File: src/logic/bst_defs.svh
// Shared constants of the boundary-scan test port: instruction codes,
// chain layout and link timing.
// Assumes inclusion by bare name from every file that needs them.
`ifndef BST_DEFS_SVH
`define BST_DEFS_SVH

// Instruction register and its codes; 3'h3, 3'h5, 3'h6 are reserved
`define BST_IR_W 3
`define BST_IR_EXTEST 3'h0
`define BST_IR_IDCODE 3'h1
`define BST_IR_SAMPLEZ 3'h2
`define BST_IR_PRELOAD 3'h4
`define BST_IR_BYPASS 3'h7
// Pattern loaded into the instruction shifter on Capture-IR
`define BST_IR_CAPTURE 3'h1

// Boundary chain layout, cells numbered from 1 next to the data output
`define BST_CHAIN_LEN 109
`define BST_ID_W 32
`define BST_CELL_NC_FIRST 1
`define BST_CELL_VALID 2
`define BST_CELL_ADDR_LO 3
`define BST_CELL_ADDR_HI 9
`define BST_CELL_ECHO_TRUE 47
`define BST_CELL_NC_MID 52
`define BST_CELL_ADDR_X18 64
`define BST_CELL_ECHO_INV 65
`define BST_CELL_INTERNAL 109

// Consecutive mode-select highs that always reach Test-Logic-Reset
`define BST_TLR_TMS_HIGH 5

// Link timing: the host end divides its own clock to make the test clock
`define BST_CLK_NS 10
`define BST_TCK_NS 160
`define BST_TCK_HALF ((`BST_TCK_NS / `BST_CLK_NS) / 2)
`define BST_DIV_W 4

// Host command port sizes and sequence lengths in test-clock steps
`define BST_LEN_W 8
`define BST_DATA_W 128
`define BST_HEAD_DR 3
`define BST_HEAD_IR 4
`define BST_TMS_HEAD_DR 4'h1
`define BST_TMS_HEAD_IR 4'h3
`define BST_TAIL_SCAN 2
`define BST_TAIL_RESET 1

`endif

File: src/logic/bst_pkg.sv
// Types shared by both ends of the boundary-scan test port.
// Assumes nothing of its surroundings.
package bst_pkg;

	// Test controller states, Gray-coded along the usual walk
	typedef enum logic [3:0] {
		ST_RESET = 4'h0,
		ST_IDLE = 4'h1,
		ST_SEL_DR = 4'h3,
		ST_CAP_DR = 4'h2,
		ST_SH_DR = 4'h6,
		ST_EX1_DR = 4'h7,
		ST_UPD_DR = 4'h5,
		ST_PAU_DR = 4'h4,
		ST_EX2_DR = 4'hC,
		ST_SEL_IR = 4'hD,
		ST_CAP_IR = 4'hF,
		ST_SH_IR = 4'hE,
		ST_EX1_IR = 4'hA,
		ST_UPD_IR = 4'hB,
		ST_PAU_IR = 4'h9,
		ST_EX2_IR = 4'h8
	} bst_state_type;

	// Data register placed between the serial pins
	typedef enum logic [1:0] {
		SEL_CHAIN = 2'h0,
		SEL_ID = 2'h1,
		SEL_BYPASS = 2'h3
	} bst_sel_type;

	// Host commands
	typedef enum logic [1:0] {
		OP_RESET = 2'h0,
		OP_IR = 2'h1,
		OP_DR = 2'h3
	} bst_op_type;

	// Host sequencer phases
	typedef enum logic [2:0] {
		PH_IDLE = 3'h0,
		PH_HEAD = 3'h1,
		PH_SHIFT = 3'h3,
		PH_TAIL = 3'h2,
		PH_FIN = 3'h6
	} bst_phase_type;

endpackage : bst_pkg

File: src/logic/bst_if.sv
// Serial test link between the tester end and the memory's test port.
// Assumes the tester drives clock, mode select and data in; the test port
// drives data out only while shifting, otherwise the line is pulled high.
`timescale 1ns/1ps

interface bst_if;
	logic tck;
	logic tms;
	logic tdi;
	logic tdo;
	logic tdo_oe;
	// Resolved data-out line; a board pull-up holds it high when undriven
	logic tdo_line;

	assign tdo_line = tdo_oe ? tdo : 1'b1;

	modport dev (input tck, input tms, input tdi, output tdo, output tdo_oe);
	modport host (output tck, output tms, output tdi, input tdo_line);
endinterface : bst_if

File: src/logic/bst_dev.sv
// Memory-side end of the boundary-scan test port: controller, instruction
// register, bypass, identification and 109-cell boundary chain.
// Assumes the link pins are asynchronous to CLK and the test clock is much
// slower than CLK; the memory pins on RING_IN are asynchronous as well.
`timescale 1ns/1ps
`include "bst_defs.svh"

// Summary of operation
// - Read data undefined while external test active
// - Tester reapplies power-up after external test
// - Memory inputs held stable during chain capture
// - Clock recovery cycles needed after scan use
// - Cell 1 unused, 2 valid flag, 3-9 address
// - Chain holds 109 cells, last one internal
// - Tester keeps true/complement input clocks opposite
// - Echo clocks follow input clock except EXTEST/SAMPLE-Z
// - Five mode-select highs always reach reset state
// - Transitions use mode-select at test clock rise
// - Identification instruction loaded on reset entry
// - SAMPLE-Z floats outputs, captures inputs, shifts chain
// - Reserved codes unused; five defined codes decoded
module bst_dev
	import bst_pkg::*;
#(
	// Identification word; the value is arbitrary
	parameter logic [`BST_ID_W-1:0] ID_WORD = 32'h0A5A5001
)
(
	input wire logic CLK,
	input wire logic RST,
	bst_if.dev LINK,
	input wire logic [`BST_CHAIN_LEN:1] RING_IN,
	input wire logic X36_CFG,
	input wire logic MEM_K,
	output logic [`BST_CHAIN_LEN:1] RING_DRIVE,
	output logic EXTEST_ON,
	output logic OUT_HIZ,
	output logic READ_DATA_UNDEF,
	output logic CAPTURE_STB,
	output logic TAP_RESET,
	output logic ECHO_REF_TRUE,
	output logic ECHO_REF_INVERTED
);

	// Next controller state from the sampled mode-select level
	function automatic bst_state_type tap_next(input bst_state_type s, input logic m);
		case (s)
			ST_RESET: tap_next = m ? ST_RESET : ST_IDLE;
			ST_IDLE: tap_next = m ? ST_SEL_DR : ST_IDLE;
			ST_SEL_DR: tap_next = m ? ST_SEL_IR : ST_CAP_DR;
			ST_CAP_DR: tap_next = m ? ST_EX1_DR : ST_SH_DR;
			ST_SH_DR: tap_next = m ? ST_EX1_DR : ST_SH_DR;
			ST_EX1_DR: tap_next = m ? ST_UPD_DR : ST_PAU_DR;
			ST_PAU_DR: tap_next = m ? ST_EX2_DR : ST_PAU_DR;
			ST_EX2_DR: tap_next = m ? ST_UPD_DR : ST_SH_DR;
			ST_UPD_DR: tap_next = m ? ST_SEL_DR : ST_IDLE;
			ST_SEL_IR: tap_next = m ? ST_RESET : ST_CAP_IR;
			ST_CAP_IR: tap_next = m ? ST_EX1_IR : ST_SH_IR;
			ST_SH_IR: tap_next = m ? ST_EX1_IR : ST_SH_IR;
			ST_EX1_IR: tap_next = m ? ST_UPD_IR : ST_PAU_IR;
			ST_PAU_IR: tap_next = m ? ST_EX2_IR : ST_PAU_IR;
			ST_EX2_IR: tap_next = m ? ST_UPD_IR : ST_SH_IR;
			ST_UPD_IR: tap_next = m ? ST_SEL_DR : ST_IDLE;
			default: tap_next = ST_RESET;
		endcase
	endfunction : tap_next

	// Data register chosen by an instruction; reserved codes fall to bypass
	function automatic bst_sel_type dr_select(input logic [`BST_IR_W-1:0] ir);
		case (ir)
			`BST_IR_EXTEST: dr_select = SEL_CHAIN;
			`BST_IR_SAMPLEZ: dr_select = SEL_CHAIN;
			`BST_IR_PRELOAD: dr_select = SEL_CHAIN;
			`BST_IR_IDCODE: dr_select = SEL_ID;
			default: dr_select = SEL_BYPASS;
		endcase
	endfunction : dr_select

	// Cell joined to a ball in the present width; open cells capture zero
	function automatic logic cell_live(input int idx, input logic wide);
		logic upper;
		upper = 1'b0;
		// Upper lanes come in pairs every four cells; the impedance_ref_pin cell (28)
		// and the loop_bypass_n cell (84) break the pattern, so each run restarts after them
		if ((idx >= 12 && idx <= 27 && ((idx - 12) % 4) < 2) ||
			(idx >= 29 && idx <= 46 && ((idx - 29) % 4) < 2) ||
			(idx >= 68 && idx <= 83 && ((idx - 68) % 4) < 2) ||
			(idx >= 85 && idx <= 102 && ((idx - 85) % 4) < 2))
		begin
			upper = 1'b1;
		end
		if (idx == 54 || idx == 58)
		begin
			upper = 1'b1;
		end
		if (idx == `BST_CELL_NC_FIRST || idx == `BST_CELL_NC_MID || idx == `BST_CELL_INTERNAL)
		begin
			cell_live = 1'b0;
		end
		else if (idx == `BST_CELL_ADDR_X18)
		begin
			cell_live = ~wide;
		end
		else
		begin
			cell_live = wide | ~upper;
		end
	endfunction : cell_live

	logic tck_s1_reg, tck_s2_reg, tck_s3_reg;
	logic tms_s1_reg, tms_s2_reg;
	logic tdi_s1_reg, tdi_s2_reg;
	logic k_s1_reg, k_s2_reg;
	logic [`BST_CHAIN_LEN:1] ring_s1_reg, ring_s2_reg;
	logic tck_rise, tck_fall;

	bst_state_type state_reg, state_next;
	logic [`BST_IR_W-1:0] ir_reg, ir_next;
	logic [`BST_IR_W-1:0] ir_sh_reg, ir_sh_next;
	logic [`BST_CHAIN_LEN:1] chain_reg, chain_next;
	logic [`BST_CHAIN_LEN:1] upd_reg, upd_next;
	logic [`BST_ID_W-1:0] id_reg, id_next;
	logic byp_reg, byp_next;
	logic tdo_reg, tdo_next;
	logic tdo_oe_reg, tdo_oe_next;
	logic cap_reg, cap_next;
	logic wide_reg, wide_next;
	logic echo_t_reg, echo_t_next;
	logic echo_i_reg, echo_i_next;
	bst_sel_type sel;
	logic [`BST_CHAIN_LEN:1] ring_live;

	// Synchronisers for every pin from outside the CLK domain
	always_ff @(posedge CLK)
	begin
		tck_s1_reg <= LINK.tck;
		tck_s2_reg <= tck_s1_reg;
		tck_s3_reg <= tck_s2_reg;
		tms_s1_reg <= LINK.tms;
		tms_s2_reg <= tms_s1_reg;
		tdi_s1_reg <= LINK.tdi;
		tdi_s2_reg <= tdi_s1_reg;
		k_s1_reg <= MEM_K;
		k_s2_reg <= k_s1_reg;
		ring_s1_reg <= RING_IN;
		ring_s2_reg <= ring_s1_reg;
	end

	// Edges of the test clock found from the settled samples only
	assign tck_rise = tck_s2_reg & ~tck_s3_reg;
	assign tck_fall = ~tck_s2_reg & tck_s3_reg;
	assign sel = dr_select(ir_reg);

	// Open cells are masked so an unused ball never shows pin noise
	always_comb
	begin
		for (int i = 1; i <= `BST_CHAIN_LEN; i++)
		begin
			ring_live[i] = ring_s2_reg[i] & cell_live(i, wide_reg);
		end
	end

	// Controller, shifters and update stage, stepping on test-clock edges
	always_comb
	begin
		state_next = state_reg;
		ir_next = ir_reg;
		ir_sh_next = ir_sh_reg;
		chain_next = chain_reg;
		upd_next = upd_reg;
		id_next = id_reg;
		byp_next = byp_reg;
		tdo_next = tdo_reg;
		tdo_oe_next = tdo_oe_reg;
		cap_next = 1'b0;
		wide_next = wide_reg;
		if (tck_rise)
		begin
			state_next = tap_next(state_reg, tms_s2_reg);
			case (state_reg)
				ST_CAP_IR: ir_sh_next = `BST_IR_CAPTURE;
				ST_SH_IR: ir_sh_next = {tdi_s2_reg, ir_sh_reg[`BST_IR_W-1:1]};
				ST_UPD_IR: ir_next = ir_sh_reg;
				ST_CAP_DR:
				begin
					id_next = ID_WORD;
					byp_next = 1'b0;
					if (sel == SEL_CHAIN)
					begin
						chain_next = ring_live;
						cap_next = 1'b1;
					end
				end
				ST_SH_DR:
				begin
					// Only the selected register moves; the others hold
					case (sel)
						SEL_CHAIN: chain_next = {tdi_s2_reg, chain_reg[`BST_CHAIN_LEN:2]};
						SEL_ID: id_next = {tdi_s2_reg, id_reg[`BST_ID_W-1:1]};
						default: byp_next = tdi_s2_reg;
					endcase
				end
				ST_UPD_DR:
				begin
					if (sel == SEL_CHAIN)
					begin
						upd_next = chain_reg;
					end
				end
				default:
				begin
				end
			endcase
			if (state_next == ST_RESET)
			begin
				ir_next = `BST_IR_IDCODE;
			end
		end
		// Data out changes on the falling edge so the tester samples it mid-bit
		if (tck_fall)
		begin
			tdo_oe_next = (state_reg == ST_SH_DR) || (state_reg == ST_SH_IR);
			if (state_reg == ST_SH_IR)
			begin
				tdo_next = ir_sh_reg[0];
			end
			else
			begin
				case (sel)
					SEL_CHAIN: tdo_next = chain_reg[1];
					SEL_ID: tdo_next = id_reg[0];
					default: tdo_next = byp_reg;
				endcase
			end
		end
		// Echo clocks track the input clock except under EXTEST (taken from the chain) and SAMPLE-Z (held low)
		case (ir_reg)
			`BST_IR_EXTEST:
			begin
				echo_t_next = upd_reg[`BST_CELL_ECHO_TRUE];
				echo_i_next = upd_reg[`BST_CELL_ECHO_INV];
			end
			`BST_IR_SAMPLEZ:
			begin
				echo_t_next = 1'b0;
				echo_i_next = 1'b0;
			end
			default:
			begin
				echo_t_next = k_s2_reg;
				echo_i_next = ~k_s2_reg;
			end
		endcase
	end

	// Registers; the width strap is caught while reset is held
	always_ff @(posedge CLK)
	begin
		if (RST)
		begin
			state_reg <= ST_RESET;
			ir_reg <= `BST_IR_IDCODE;
			ir_sh_reg <= `BST_IR_CAPTURE;
			chain_reg <= '0;
			upd_reg <= '0;
			id_reg <= '0;
			byp_reg <= 1'b0;
			tdo_reg <= 1'b0;
			tdo_oe_reg <= 1'b0;
			cap_reg <= 1'b0;
			wide_reg <= X36_CFG;
			echo_t_reg <= 1'b0;
			echo_i_reg <= 1'b0;
		end
		else
		begin
			state_reg <= state_next;
			ir_reg <= ir_next;
			ir_sh_reg <= ir_sh_next;
			chain_reg <= chain_next;
			upd_reg <= upd_next;
			id_reg <= id_next;
			byp_reg <= byp_next;
			tdo_reg <= tdo_next;
			tdo_oe_reg <= tdo_oe_next;
			cap_reg <= cap_next;
			wide_reg <= wide_next;
			echo_t_reg <= echo_t_next;
			echo_i_reg <= echo_i_next;
		end
	end

	// Mode outputs; the core must stay in power-up state after external test
	assign EXTEST_ON = (ir_reg == `BST_IR_EXTEST);
	assign READ_DATA_UNDEF = (ir_reg == `BST_IR_EXTEST);
	assign OUT_HIZ = (ir_reg == `BST_IR_SAMPLEZ);
	assign TAP_RESET = (state_reg == ST_RESET);
	assign CAPTURE_STB = cap_reg;
	assign RING_DRIVE = upd_reg;
	assign ECHO_REF_TRUE = echo_t_reg;
	assign ECHO_REF_INVERTED = echo_i_reg;
	assign LINK.tdo = tdo_reg;
	assign LINK.tdo_oe = tdo_oe_reg;

endmodule : bst_dev

File: src/flat_wrapper.sv
// flat-port wrapper written by rule: the top's interface ports become plain ports
module bst_dev_flat import bst_pkg::*;
#(
	                                              
	parameter logic [`BST_ID_W-1:0] ID_WORD = 32'h0A5A5001
)
  (CLK, RST, RING_IN, X36_CFG, MEM_K, RING_DRIVE, EXTEST_ON, OUT_HIZ, READ_DATA_UNDEF, CAPTURE_STB, TAP_RESET, ECHO_REF_TRUE, ECHO_REF_INVERTED, LINK_tck, LINK_tms, LINK_tdi, LINK_tdo, LINK_tdo_oe);
  bst_if LINK_i ();
  input wire logic CLK;
  input wire logic RST;
  input wire logic [`BST_CHAIN_LEN:1] RING_IN;
  input wire logic X36_CFG;
  input wire logic MEM_K;
  output logic [`BST_CHAIN_LEN:1] RING_DRIVE;
  output logic EXTEST_ON;
  output logic OUT_HIZ;
  output logic READ_DATA_UNDEF;
  output logic CAPTURE_STB;
  output logic TAP_RESET;
  output logic ECHO_REF_TRUE;
  output logic ECHO_REF_INVERTED;
  input wire logic [$bits(LINK_i.tck)-1:0] LINK_tck;
  input wire logic [$bits(LINK_i.tms)-1:0] LINK_tms;
  input wire logic [$bits(LINK_i.tdi)-1:0] LINK_tdi;
  output wire logic [$bits(LINK_i.tdo)-1:0] LINK_tdo;
  output wire logic [$bits(LINK_i.tdo_oe)-1:0] LINK_tdo_oe;
  assign LINK_i.tck = LINK_tck;
  assign LINK_i.tms = LINK_tms;
  assign LINK_i.tdi = LINK_tdi;
  assign LINK_tdo = LINK_i.tdo;
  assign LINK_tdo_oe = LINK_i.tdo_oe;
  bst_dev #(.ID_WORD(ID_WORD)) u_core (.CLK(CLK), .RST(RST), .LINK(LINK_i), .RING_IN(RING_IN), .X36_CFG(X36_CFG), .MEM_K(MEM_K), .RING_DRIVE(RING_DRIVE), .EXTEST_ON(EXTEST_ON), .OUT_HIZ(OUT_HIZ), .READ_DATA_UNDEF(READ_DATA_UNDEF), .CAPTURE_STB(CAPTURE_STB), .TAP_RESET(TAP_RESET), .ECHO_REF_TRUE(ECHO_REF_TRUE), .ECHO_REF_INVERTED(ECHO_REF_INVERTED));
endmodule
File: config.mk
export PLATFORM = sky130hd
export DESIGN_NAME = bst_dev_flat
export DESIGN_NICKNAME = d
export VERILOG_FILES = /design/src/logic/bst_pkg.sv /design/src/logic/bst_if.sv /design/src/logic/bst_dev.sv /design/src/flat_wrapper.sv
export VERILOG_INCLUDE_DIRS = /design/src /design/src/logic
export SDC_FILE = /design/constraint.sdc
export NUM_CORES = 1
export LEC_CHECK = 0
export BUFFER_PORTS_ARGS = -buffer_cell sky130_fd_sc_hd__buf_2
export CORE_ASPECT_RATIO = 0.6
export CORE_MARGIN = 3
export CORE_UTILIZATION = 45
export DETAILED_ROUTE_END_ITERATION = 16
export PLACE_DENSITY = 0.69
export SYNTH_ARGS = -nofsm -noshare
export SYNTH_HDL_FRONTEND = slang
export SYNTH_SLANG_ARGS = --single-unit
export TNS_END_PERCENT = 1
File: constraint.sdc
create_clock -name CLK -period 2.6 [get_ports CLK]
set_input_delay 0.26 -clock CLK [delete_from_list [all_inputs] [get_ports CLK]]
set_output_delay 0.26 -clock CLK [all_outputs]
set_load 0.005 [all_outputs]
==> reports/metrics.yaml, run 1 <==
status:
  status: "finished clean"
setup_path:
  start_kind: "register"
  worstPathRequired_ns: 3.05
  critical_path_class: "register to register"
  cp_slowest_cell: "dfxtp_1"
  crit_chain: "nor2_4 -> nand3_4 -> buf_12 -> nand3_1 -> a311oi_1"
  r2r_end: "u_core.chain_reg[13]"
  regToRegSetupSlack_ns: 0.53
  cp.buffers_inverters: 1
  r2r-start: "u_core.state_reg[0]"
  reg2reg_depth: 5
  crit_family: "flip-flops"
  crit_fanout: 79
  critical-path-max-stage-delay_ns: 0.79
  critPathCaptureType: "register"
  worst_ep_arrival_time_ns: 2.52
logic_synthesis:
  ys_seq_area_share_pct: 63.7
  yosysTopAreaCellShare_pct: 63.5
  synthTopCellsByArea: "dfxtp_1 (64%), nand2_1 (10%), a21oi_1 (4.8%), a311oi_1 (3.9%), a311oi_2 (3.7%)"
  synth-seq-cells: 488
  yosys_warnings: 0
  syn_nets: 1695
  syn_area_sq_mm: 0.0153
  ys_types: 49
  synthCells: 1579
  ys_async_sr_fraction_pct: 0
  synth_edf_count: 1
  synth_flop_cell: "dfxtp_1"
  yosysTopAreaCell: "dfxtp_1"
  syn_area_per_cell_sq_um: 9.72
floorplan:
  std_cell_rows: 51
  die_area_sq_mm: 0.0364
  coreArea_sq_mm: 0.0330
  ios: 234
  start_util_pct: 46.5
  dieWidth_um: 244
  die_h_um: 149
power_and_ir_drop:
  powerDensity_mw_per_mm2: 788
  vdd_ir_drop_max_mv: 0.586
  p_leak_nw: 7.41
detailed_routing:
  vias: 11800
  wl_per_cell_um: 15.6
  drt-vias-per-instance: 5.05
  routed_wl_um: 36500
  antenna_left: 0
  drtIter0Drc: 780
  drc: 0
  dr.pass1.iters: 7
global_routing:
  antenna_found_initial: 2
  grt_max_degree: 116
  first_global_vias: 11200
  grt-ovfl-total: 0
  grt_usage_pct: 19.8
  grt_pass1_wl_um: 58800
timing:
  grt_setup_unrepaired: "false"
  period_share_pct: 79.6
  final_hold_viol_count: 0
  clock.fmax_mhz: 483
  drv_slew: 0
  skew_ns: 0.0155
  fin_ws_ns: 0.530
  fin_tns_setup_ns: 0
  relSlewSlack_pct: 46.5
  setup_viol: 0
  worstMarginPinSlew_ns: 0.803
  fin_crit_ns: 2.07
  whs_ns: 0.218
min_path:
  min-delay-start: "RST"
  hold_path_end: "u_core.ECHO_REF_INVERTED"
  min_path_type: "primary input to register"
  hold_path_depth: 2
clocking:
  cts-root-buf: "clkbuf_16"
  cts_made_buffers: 43
  clock-sinks: 488
  clock_path_buffers: 3
  clkTransAtPathRegs_ns: 0.07
  cts_tree: "yes"
  h-tree-depth: 2
  clkLatencyLatePin_ns: 0.55
  post_cts_resized: 0
place:
  place.gp.congestion: 0.778
  port_buffers: 230
  hpwlAfterDp_um: 21800
  dp_slack_ns: 0.556
  place_inst: 2155
  place_area_sq_mm: 0.0168
finish:
  n_antenna_cell: 0
  drive_gt1_share_pct: 19.6
  area_growth_pct: 26.3
  nets: 1977
  fin_area_sq_mm: 0.0194
  finalNonFillerCells: 2340
job:
  maxCapViolCount: 0
-- synth_stat cells (7+ instances only) --
| master | n |
|---|---|
| nor2_1 | 127 |
| nand2_1 | 422 |
| a311oi_1 | 69 |
| buf_6 | 7 |
| clkbuf_1 | 67 |
| nor3_1 | 23 |
| buf_4 | 7 |
| buf_2 | 46 |
| dfxtp_1 | 487 |
| a21oi_1 | 148 |
| a311oi_2 | 38 |
| nand3_1 | 68 |
-- per-stage QoR --
stage          util [%]  power [mW]
2_1_floorplan         -        8.46
3_3_place_gp       51.0        8.75
3_5_place_dp       51.0        8.76
4_1_cts            58.8        15.4
5_1_grt            58.8        15.9
6_report           58.8        15.3
-- what timing repair did --
item / in CTS / in global routing
hold buffers: 111 / 0
endpoints found under the setup margin: 0 / 0
buffers inserted: 0 / 0
hold endpoints to repair: 111 / 0
-- kinds of logic (layout without fill, tap and decap cells) --
logic type      after synthesis  in the layout  share of synthesized area [%]
fa+ha+maj                     1              1                         0.0652
mux                           3              3                          0.212
simple gates                673            673                           18.0
compound gates              281            281                           13.8
buf+inv                     133            444                           4.14
flops                       488            488                           63.7
-- area by class of cell --
type / instances / area (sq um)
Clock buffer: 57 / 1230
Clock inverter: 17 / 235
Fill cell: 2746 / 13600
Inverter: 6 / 22.5
Multi-Input combinational cell: 958 / 4950
Sequential cell: 488 / 9780
Tap cell: 450 / 563
Timing Repair Buffer: 364 / 2610
-- routing by layer --
layer | vias up | part of all wire [%] | global-route usage, %
li1 | 5897 | - | -
met1 | 5508 | 46 | 26.9
met2 | 328 | 45 | 31.7
met3 | 70 | 6.1 | 4.15
met4 | 4 | 2.9 | 6.52
met5 | - | 0.058 | 0
-- report_power, final --
group | internal (mW) | leakage, nW | switching [mW]
sequential | 7.70 | 4.02 | 0.135
clock | 3.83 | 0.724 | 2.72
combinational | 0.386 | 2.67 | 0.514
total | 11.9 | 7.41 | 3.37
-- worst max path at each step --
stage	from	to	slack [ns]	depth (start not counted)
final	u_core.state_reg[0]	u_core.chain_reg[13]	0.53	5
after global routing	u_core.state_reg[2]	u_core.chain_reg[56]	0.36	6
after CTS	u_core.state_reg[0]	u_core.chain_reg[13]	0.53	5
after detailed placement	u_core.state_reg[0]	u_core.chain_reg[13]	0.56	5
after global placement	u_core.state_reg[2]	u_core.RING_DRIVE[57]	0.61	5
after floorplan	u_core.state_reg[1]	u_core.ir_reg[1]	1.07	5
-- worst register-to-register path, stage by stage (launching register included) --
cell and delay [ns]:
dfxtp_1 0.79, nor2_4 0.14, nand3_4 0.14, buf_12 0.34, nand3_1 0.22, a311oi_1 0.35
-- placed cells by master (no fill, tap or decap), types with 2 or more instances in the layout --
master | netlist | routed
a21oi_1 | 148 | 148
a221oi_1 | 2 | 2
a311oi_1 | 69 | 69
a311oi_2 | 38 | 38
a31oi_1 | 4 | 4
and4_4 | 0 | 2
buf_12 | 0 | 13
buf_2 | 46 | 229
buf_4 | 7 | 10
bufinv_16 | 0 | 5
clkbuf_1 | 67 | 5
clkbuf_16 | 0 | 44
clkbuf_8 | 0 | 8
clkinv_2 | 0 | 7
dfxtp_1 | 487 | 487
dlygate4sd3_1 | 0 | 111
inv_1 | 6 | 6
inv_6 | 0 | 3
mux2_2 | 2 | 2
nand2_1 | 422 | 422
nand2b_1 | 5 | 5
nand3_1 | 68 | 68
nand3b_1 | 3 | 3
nand4_1 | 3 | 3
nor2_1 | 127 | 127
nor2b_1 | 4 | 4
nor3_1 | 23 | 23
nor3b_1 | 3 | 3
nor4_1 | 2 | 2
o21ai_0 | 6 | 6
or3_1 | 3 | 3
Power figures use the tool's default switching activity.
==> run 2: changes to the inputs <==
- clock period: 2.6 -> 1.97 ns (I/O delays scaled with it)
==> run 2 against run 1 <==
  * Die area is the same
  * Sequential cell count is the same
  * Final cell count rose by 0.81%
  * Critical path depth is 1 higher
  * Combinational power increased by 47%
  * Clock skew grew 0.0032 ns
  * Cell area up 1.1%
  * Non-clock buffer count increased by 16
  * Largest power group unchanged
==> reports/metrics.yaml, run 2 (synthesis results as in run 1) <==
global_routing:
  grt_usage_pct: 20.2
  grt_pass1_wl_um: 60100
  first_global_vias: 11500
  antenna_found_initial: 2
  grt_max_degree: 97
  grt-ovfl-total: 0
place:
  dp_slack_ns: 0.114
  place_inst: 2171
  port_buffers: 230
  hpwlAfterDp_um: 23000
  place_area_sq_mm: 0.0170
  place.gp.congestion: 0.793
finish:
  seqCellArea_sq_mm: 0.00978
  finalNonFillerCells: 2359
  drive_gt1_share_pct: 20.4
  multi_input_area_sq_mm: 0.00495
  area_growth_pct: 27.7
  final_common_cell: "dfxtp_1"
  mostFrequentLayoutCells: "dfxtp_1 (484), nand2_1 (422), buf_2 (229)"
  fin_area_sq_mm: 0.0196
  n_antenna_cell: 0
  utilization_pct: 59.4
  fillCellCount: 2772
  nets: 1992
detailed_routing:
  vias: 12000
  antenna_left: 0
  drtIter0Drc: 912
  drc: 0
  wl_per_cell_um: 15.9
  dr.pass1.iters: 5
  routed_wl_um: 37500
  drt-vias-per-instance: 5.10
power_and_ir_drop:
  p_leak_nw: 7.52
  switching_share_pct: 22.6
  powerDensity_mw_per_mm2: 1030
  intPower_mw: 15.6
  vdd_ir_drop_max_mv: 0.851
  comb_power_share_pct: 6.5
  clkPwrFrac_pct: 42.3
  power_frac_seq_pct: 51.1
  p_total_mw: 20.2
  power.switching_mw: 4.56
clocking:
  h-tree-depth: 2
  clock_path_buffers: 3
  cts-root-buf: "clkbuf_16"
  cts_tree: "yes"
  cts_made_buffers: 42
  clock-sinks: 488
  clkLatencyLatePin_ns: 0.55
  clkTransAtPathRegs_ns: 0.07
setup_path:
  start_kind: "register"
  crit_end: "u_core.chain_reg[102]"
  cp-startpoint: "u_core.state_reg[3]"
  worstPathRequired_ns: 2.40
  r2r-start: "u_core.state_reg[3]"
  crit_fanout: 38
  critical_path_class: "register to register"
  regToRegSetupSlack_ns: 0.14
  r2r_end: "u_core.chain_reg[102]"
  worst_ep_arrival_time_ns: 2.26
  reg2reg_depth: 6
  critPathCaptureType: "register"
timing:
  setup_viol: 0
  whs_ns: 0.110
  worstMarginPinSlew_ns: 0.695
  relSlewSlack_pct: 53.7
  clock.fmax_mhz: 547
  fin_crit_ns: 1.83
  period_share_pct: 92.8
  fin_tns_setup_ns: 0
  final_hold_viol_count: 0
  drv_slew: 0
  skew_ns: 0.0187
  fin_ws_ns: 0.141
  grt_setup_unrepaired: "false"
floorplan:
  ios: 234
  std_cell_rows: 51
  start_util_pct: 46.5
  coreArea_sq_mm: 0.0330
  die_h_um: 149
  dieWidth_um: 244
  die_area_sq_mm: 0.0364
min_path:
  min_path_type: "primary input to register"
job:
  maxCapViolCount: 0
status:
  status: "finished clean"
## run 2: power by group through the flow
stage | sequential [mW] | clock, mW | combinational [mW]
after floorplan | 10.4 | 0 | 0.724
after detailed placement | 10.5 | 0 | 1.14
after global routing | 10.3 | 9.17 | 1.44
after CTS | 10.3 | 8.71 | 1.31
after global placement | 10.5 | 0 | 1.11
final | 10.3 | 8.54 | 1.32
## run 2: area by class of cell
type	count	area share (%)
tap	450	2.87
multi-input combinational	958	25.2
timing repair buffer	380	14.4
clock buffer	59	6.15
inverter	6	0.115
clock inverter	18	1.28
sequential	488	49.9
## run 2: how the worst min path moves through the flow
stage / from / to / slack [ns] / depth (start not counted)
2_1_floorplan: MEM_K / u_core.k_s1_reg / 0.22 / 0
3_3_place_gp: RING_IN[41] / u_core.ring_s1_reg[41] / 0.30 / 1
3_5_place_dp: RING_IN[17] / u_core.ring_s1_reg[17] / 0.30 / 1
4_1_cts: RST / u_core.ir_sh_reg[2] / 0.12 / 2
5_1_grt: RST / u_core.id_reg[9] / 0.15 / 2
6_report: RST / u_core.ECHO_REF_TRUE / 0.11 / 2
## run 2: repair_timing
item | in CTS | in global routing
endpoints found under the setup margin | 0 | 20
hold endpoints to repair | 111 | 0
hold buffers | 111 | 0
setup buffers | 0 | 0
resized for setup | 0 | 3
## run 2: critical path, stage by stage, from the launching register on
cell and delay [ns]:
dfxtp_1 0.61, nor2_4 0.07, buf_4 0.17, nand3_4 0.14, buf_12 0.22, nand3_1 0.13
a311oi_2 0.33
## run 2: routing by layer
layer,GRT usage [%],up-vias,part of all wire [%]
met2,33.1,340,46
met1,27.1,5710,45
met3,4.24,69,6.4
li1,-,5918,-
met4,5.99,4,2.5
met5,0,-,0.056
==> run 3: changes to the inputs <==
- CTS_BUF_LIST: not set -> sky130_fd_sc_hd__clkbuf_8
==> run 3 against run 2 <==
  * Worst hold slack worse by 0.049 ns
  * Sequential share of layout area increased by 0.26 points
  * Utilization decreased by 0.31 points
  * Power fell by 4.3%
  * Final cell count up 1.9%
  * Clock power fell by 10%
  * Via count about the same
  * Critical path type is now register to output pin
==> reports/metrics.yaml, run 3 (synthesis results as in run 1) <==
setup_path:
  critical-path-max-stage-delay_ns: 0.45
  crit_fanout: 10
  r2r_end: "u_core.chain_reg[102]"
  critical_path_class: "register to output pin"
  start_kind: "register"
  reg2reg_depth: 6
  crit_chain: "nor4_1 -> buf_2"
  crit_family: "flip-flops"
  critPathCaptureType: "output pin"
  cp.buffers_inverters: 1
  r2r-start: "u_core.state_reg[3]"
  worst_ep_arrival_time_ns: 1.61
  cp-startpoint: "u_core.state_reg[3]"
  cp_slowest_cell: "dfxtp_1"
  regToRegSetupSlack_ns: 0.17
  worstPathRequired_ns: 1.77
global_routing:
  first_global_vias: 11700
  grt_max_degree: 97
  grt_usage_pct: 20.5
  grt_pass1_wl_um: 60400
  antenna_found_initial: 2
  grt-ovfl-total: 0
timing:
  setup_viol: 0
  skew_ns: 0.0295
  relSlewSlack_pct: 55.3
  fin_crit_ns: 1.81
  grt_setup_unrepaired: "true"
  final_hold_viol_count: 0
  drv_slew: 0
  period_share_pct: 91.7
  fin_ws_ns: 0.164
  worstMarginPinSlew_ns: 0.671
  clock.fmax_mhz: 554
finish:
  n_antenna_cell: 0
  area_growth_pct: 27.1
  drive_gt1_share_pct: 21.6
  final_common_cell: "dfxtp_1"
  nets: 2018
  mostFrequentLayoutCells: "dfxtp_1 (484), nand2_1 (422), buf_2 (229)"
  utilization_pct: 59.1
detailed_routing:
  drc: 0
  wl_per_cell_um: 15.6
  drtIter0Drc: 986
  dr.pass1.iters: 5
  antenna_left: 0
  routed_wl_um: 37500
  vias: 12000
  drt-vias-per-instance: 5.00
floorplan:
  start_util_pct: 46.5
  dieWidth_um: 244
  ios: 234
  coreArea_sq_mm: 0.0330
  std_cell_rows: 51
  die_area_sq_mm: 0.0364
  die_h_um: 149
power_and_ir_drop:
  vdd_ir_drop_max_mv: 0.595
  p_leak_nw: 7.59
  powerDensity_mw_per_mm2: 990
clocking:
  h-tree-depth: 3
  cts_tree: "yes"
  clkTransAtPathRegs_ns: 0.06
  postCtsSetupRepairBufs: 0
  clock-sinks: 488
  cts_made_buffers: 68
  clkLatencyLatePin_ns: 0.61
  cts-root-buf: "clkbuf_8"
  clock_path_buffers: 3
place:
  port_buffers: 230
  dp_slack_ns: 0.114
  place.gp.congestion: 0.793
  hpwlAfterDp_um: 23000
min_path:
  min_path_type: "primary input to register"
  min-delay-start: "RST"
  hold_path_depth: 2
  hold_path_end: "u_core.ir_sh_reg[2]"
job:
  maxCapViolCount: 0
status:
  status: "finished clean"
==> run 3: changes by cell type in the layout (fill, tap and decap cells not counted), sizes merged <==
cell | previous run | this run
inv | 8 | 33
bufinv | 4 | 0
clkinv | 11 | 9
clkbuf | 59 | 84
clkinvlp | 1 | 3
==> run 3: where the power goes <==
part	leakage (nW)	switching, mW	internal, mW	total (mW)
Combinational	2.79	0.735	0.583	1.32
Clock	0.782	3.75	3.91	7.66
Sequential	4.02	0.156	10.2	10.3
Total	7.59	4.64	14.7	19.3
==> run 3: what timing repair did <==
action / 4_1_cts / 5_1_grt
endpoints found under the hold margin: 111 / 0
gates resized for setup: 0 / 3
endpoints found under the setup margin: 0 / 30
hold buffers: 111 / 0
==> run 3: how the worst max path moves through the flow <==
stage / end / slack, ns / cells past startpoint
5_1_grt: TAP_RESET / -0.03 / 2
4_1_cts: TAP_RESET / 0.06 / 2
6_report: TAP_RESET / 0.16 / 2
3_3_place_gp: u_core.ir_reg[1] / 0.22 / 4
3_5_place_dp: u_core.RING_DRIVE[83] / 0.11 / 6
2_1_floorplan: u_core.ir_reg[1] / 0.44 / 5
==> run 3: cell type report <==
type	instances	area, sq um
tap	450	563
sequential	488	9780
multi-input combinational	958	4950
clock buffer	84	1160
clock inverter	39	199
fill	2802	13500
timing repair buffer	380	2830
inverter	6	22.5
==> run 3: worst reg2reg max path, stage by stage (launching register included) <==
cell,delay (ns)
dfxtp_1,0.60
nor2_4,0.07
buf_4,0.17
nand3_4,0.14
buf_12,0.22
nand3_1,0.16
a311oi_2,0.32
==> run 3: per-layer routing <==
metal  GRT usage (%)  up-vias  wire length (um)
met5               0        -                21
met2            32.7      355             17300
met1            27.5     5643             17000
li1                -     5975                 -
met3            4.99       58              2340
met4            6.97        4               852
==> run 3: per-stage QoR <==
step                      setup TNS (ns)  std cells  hold WS (ns)  total power [mW]  area, sq um
final                                  0       2405        0.0606              19.3        19500
after global routing             -0.0322       2405        0.0549              20.1        19500
after CTS                              0       2405        0.0181              19.5        19500
after detailed placement               0       2171         0.301              11.7        17000
after global placement                 0       2171         0.299              11.6        17000
after floorplan                        0       1579         0.225              11.2        15300
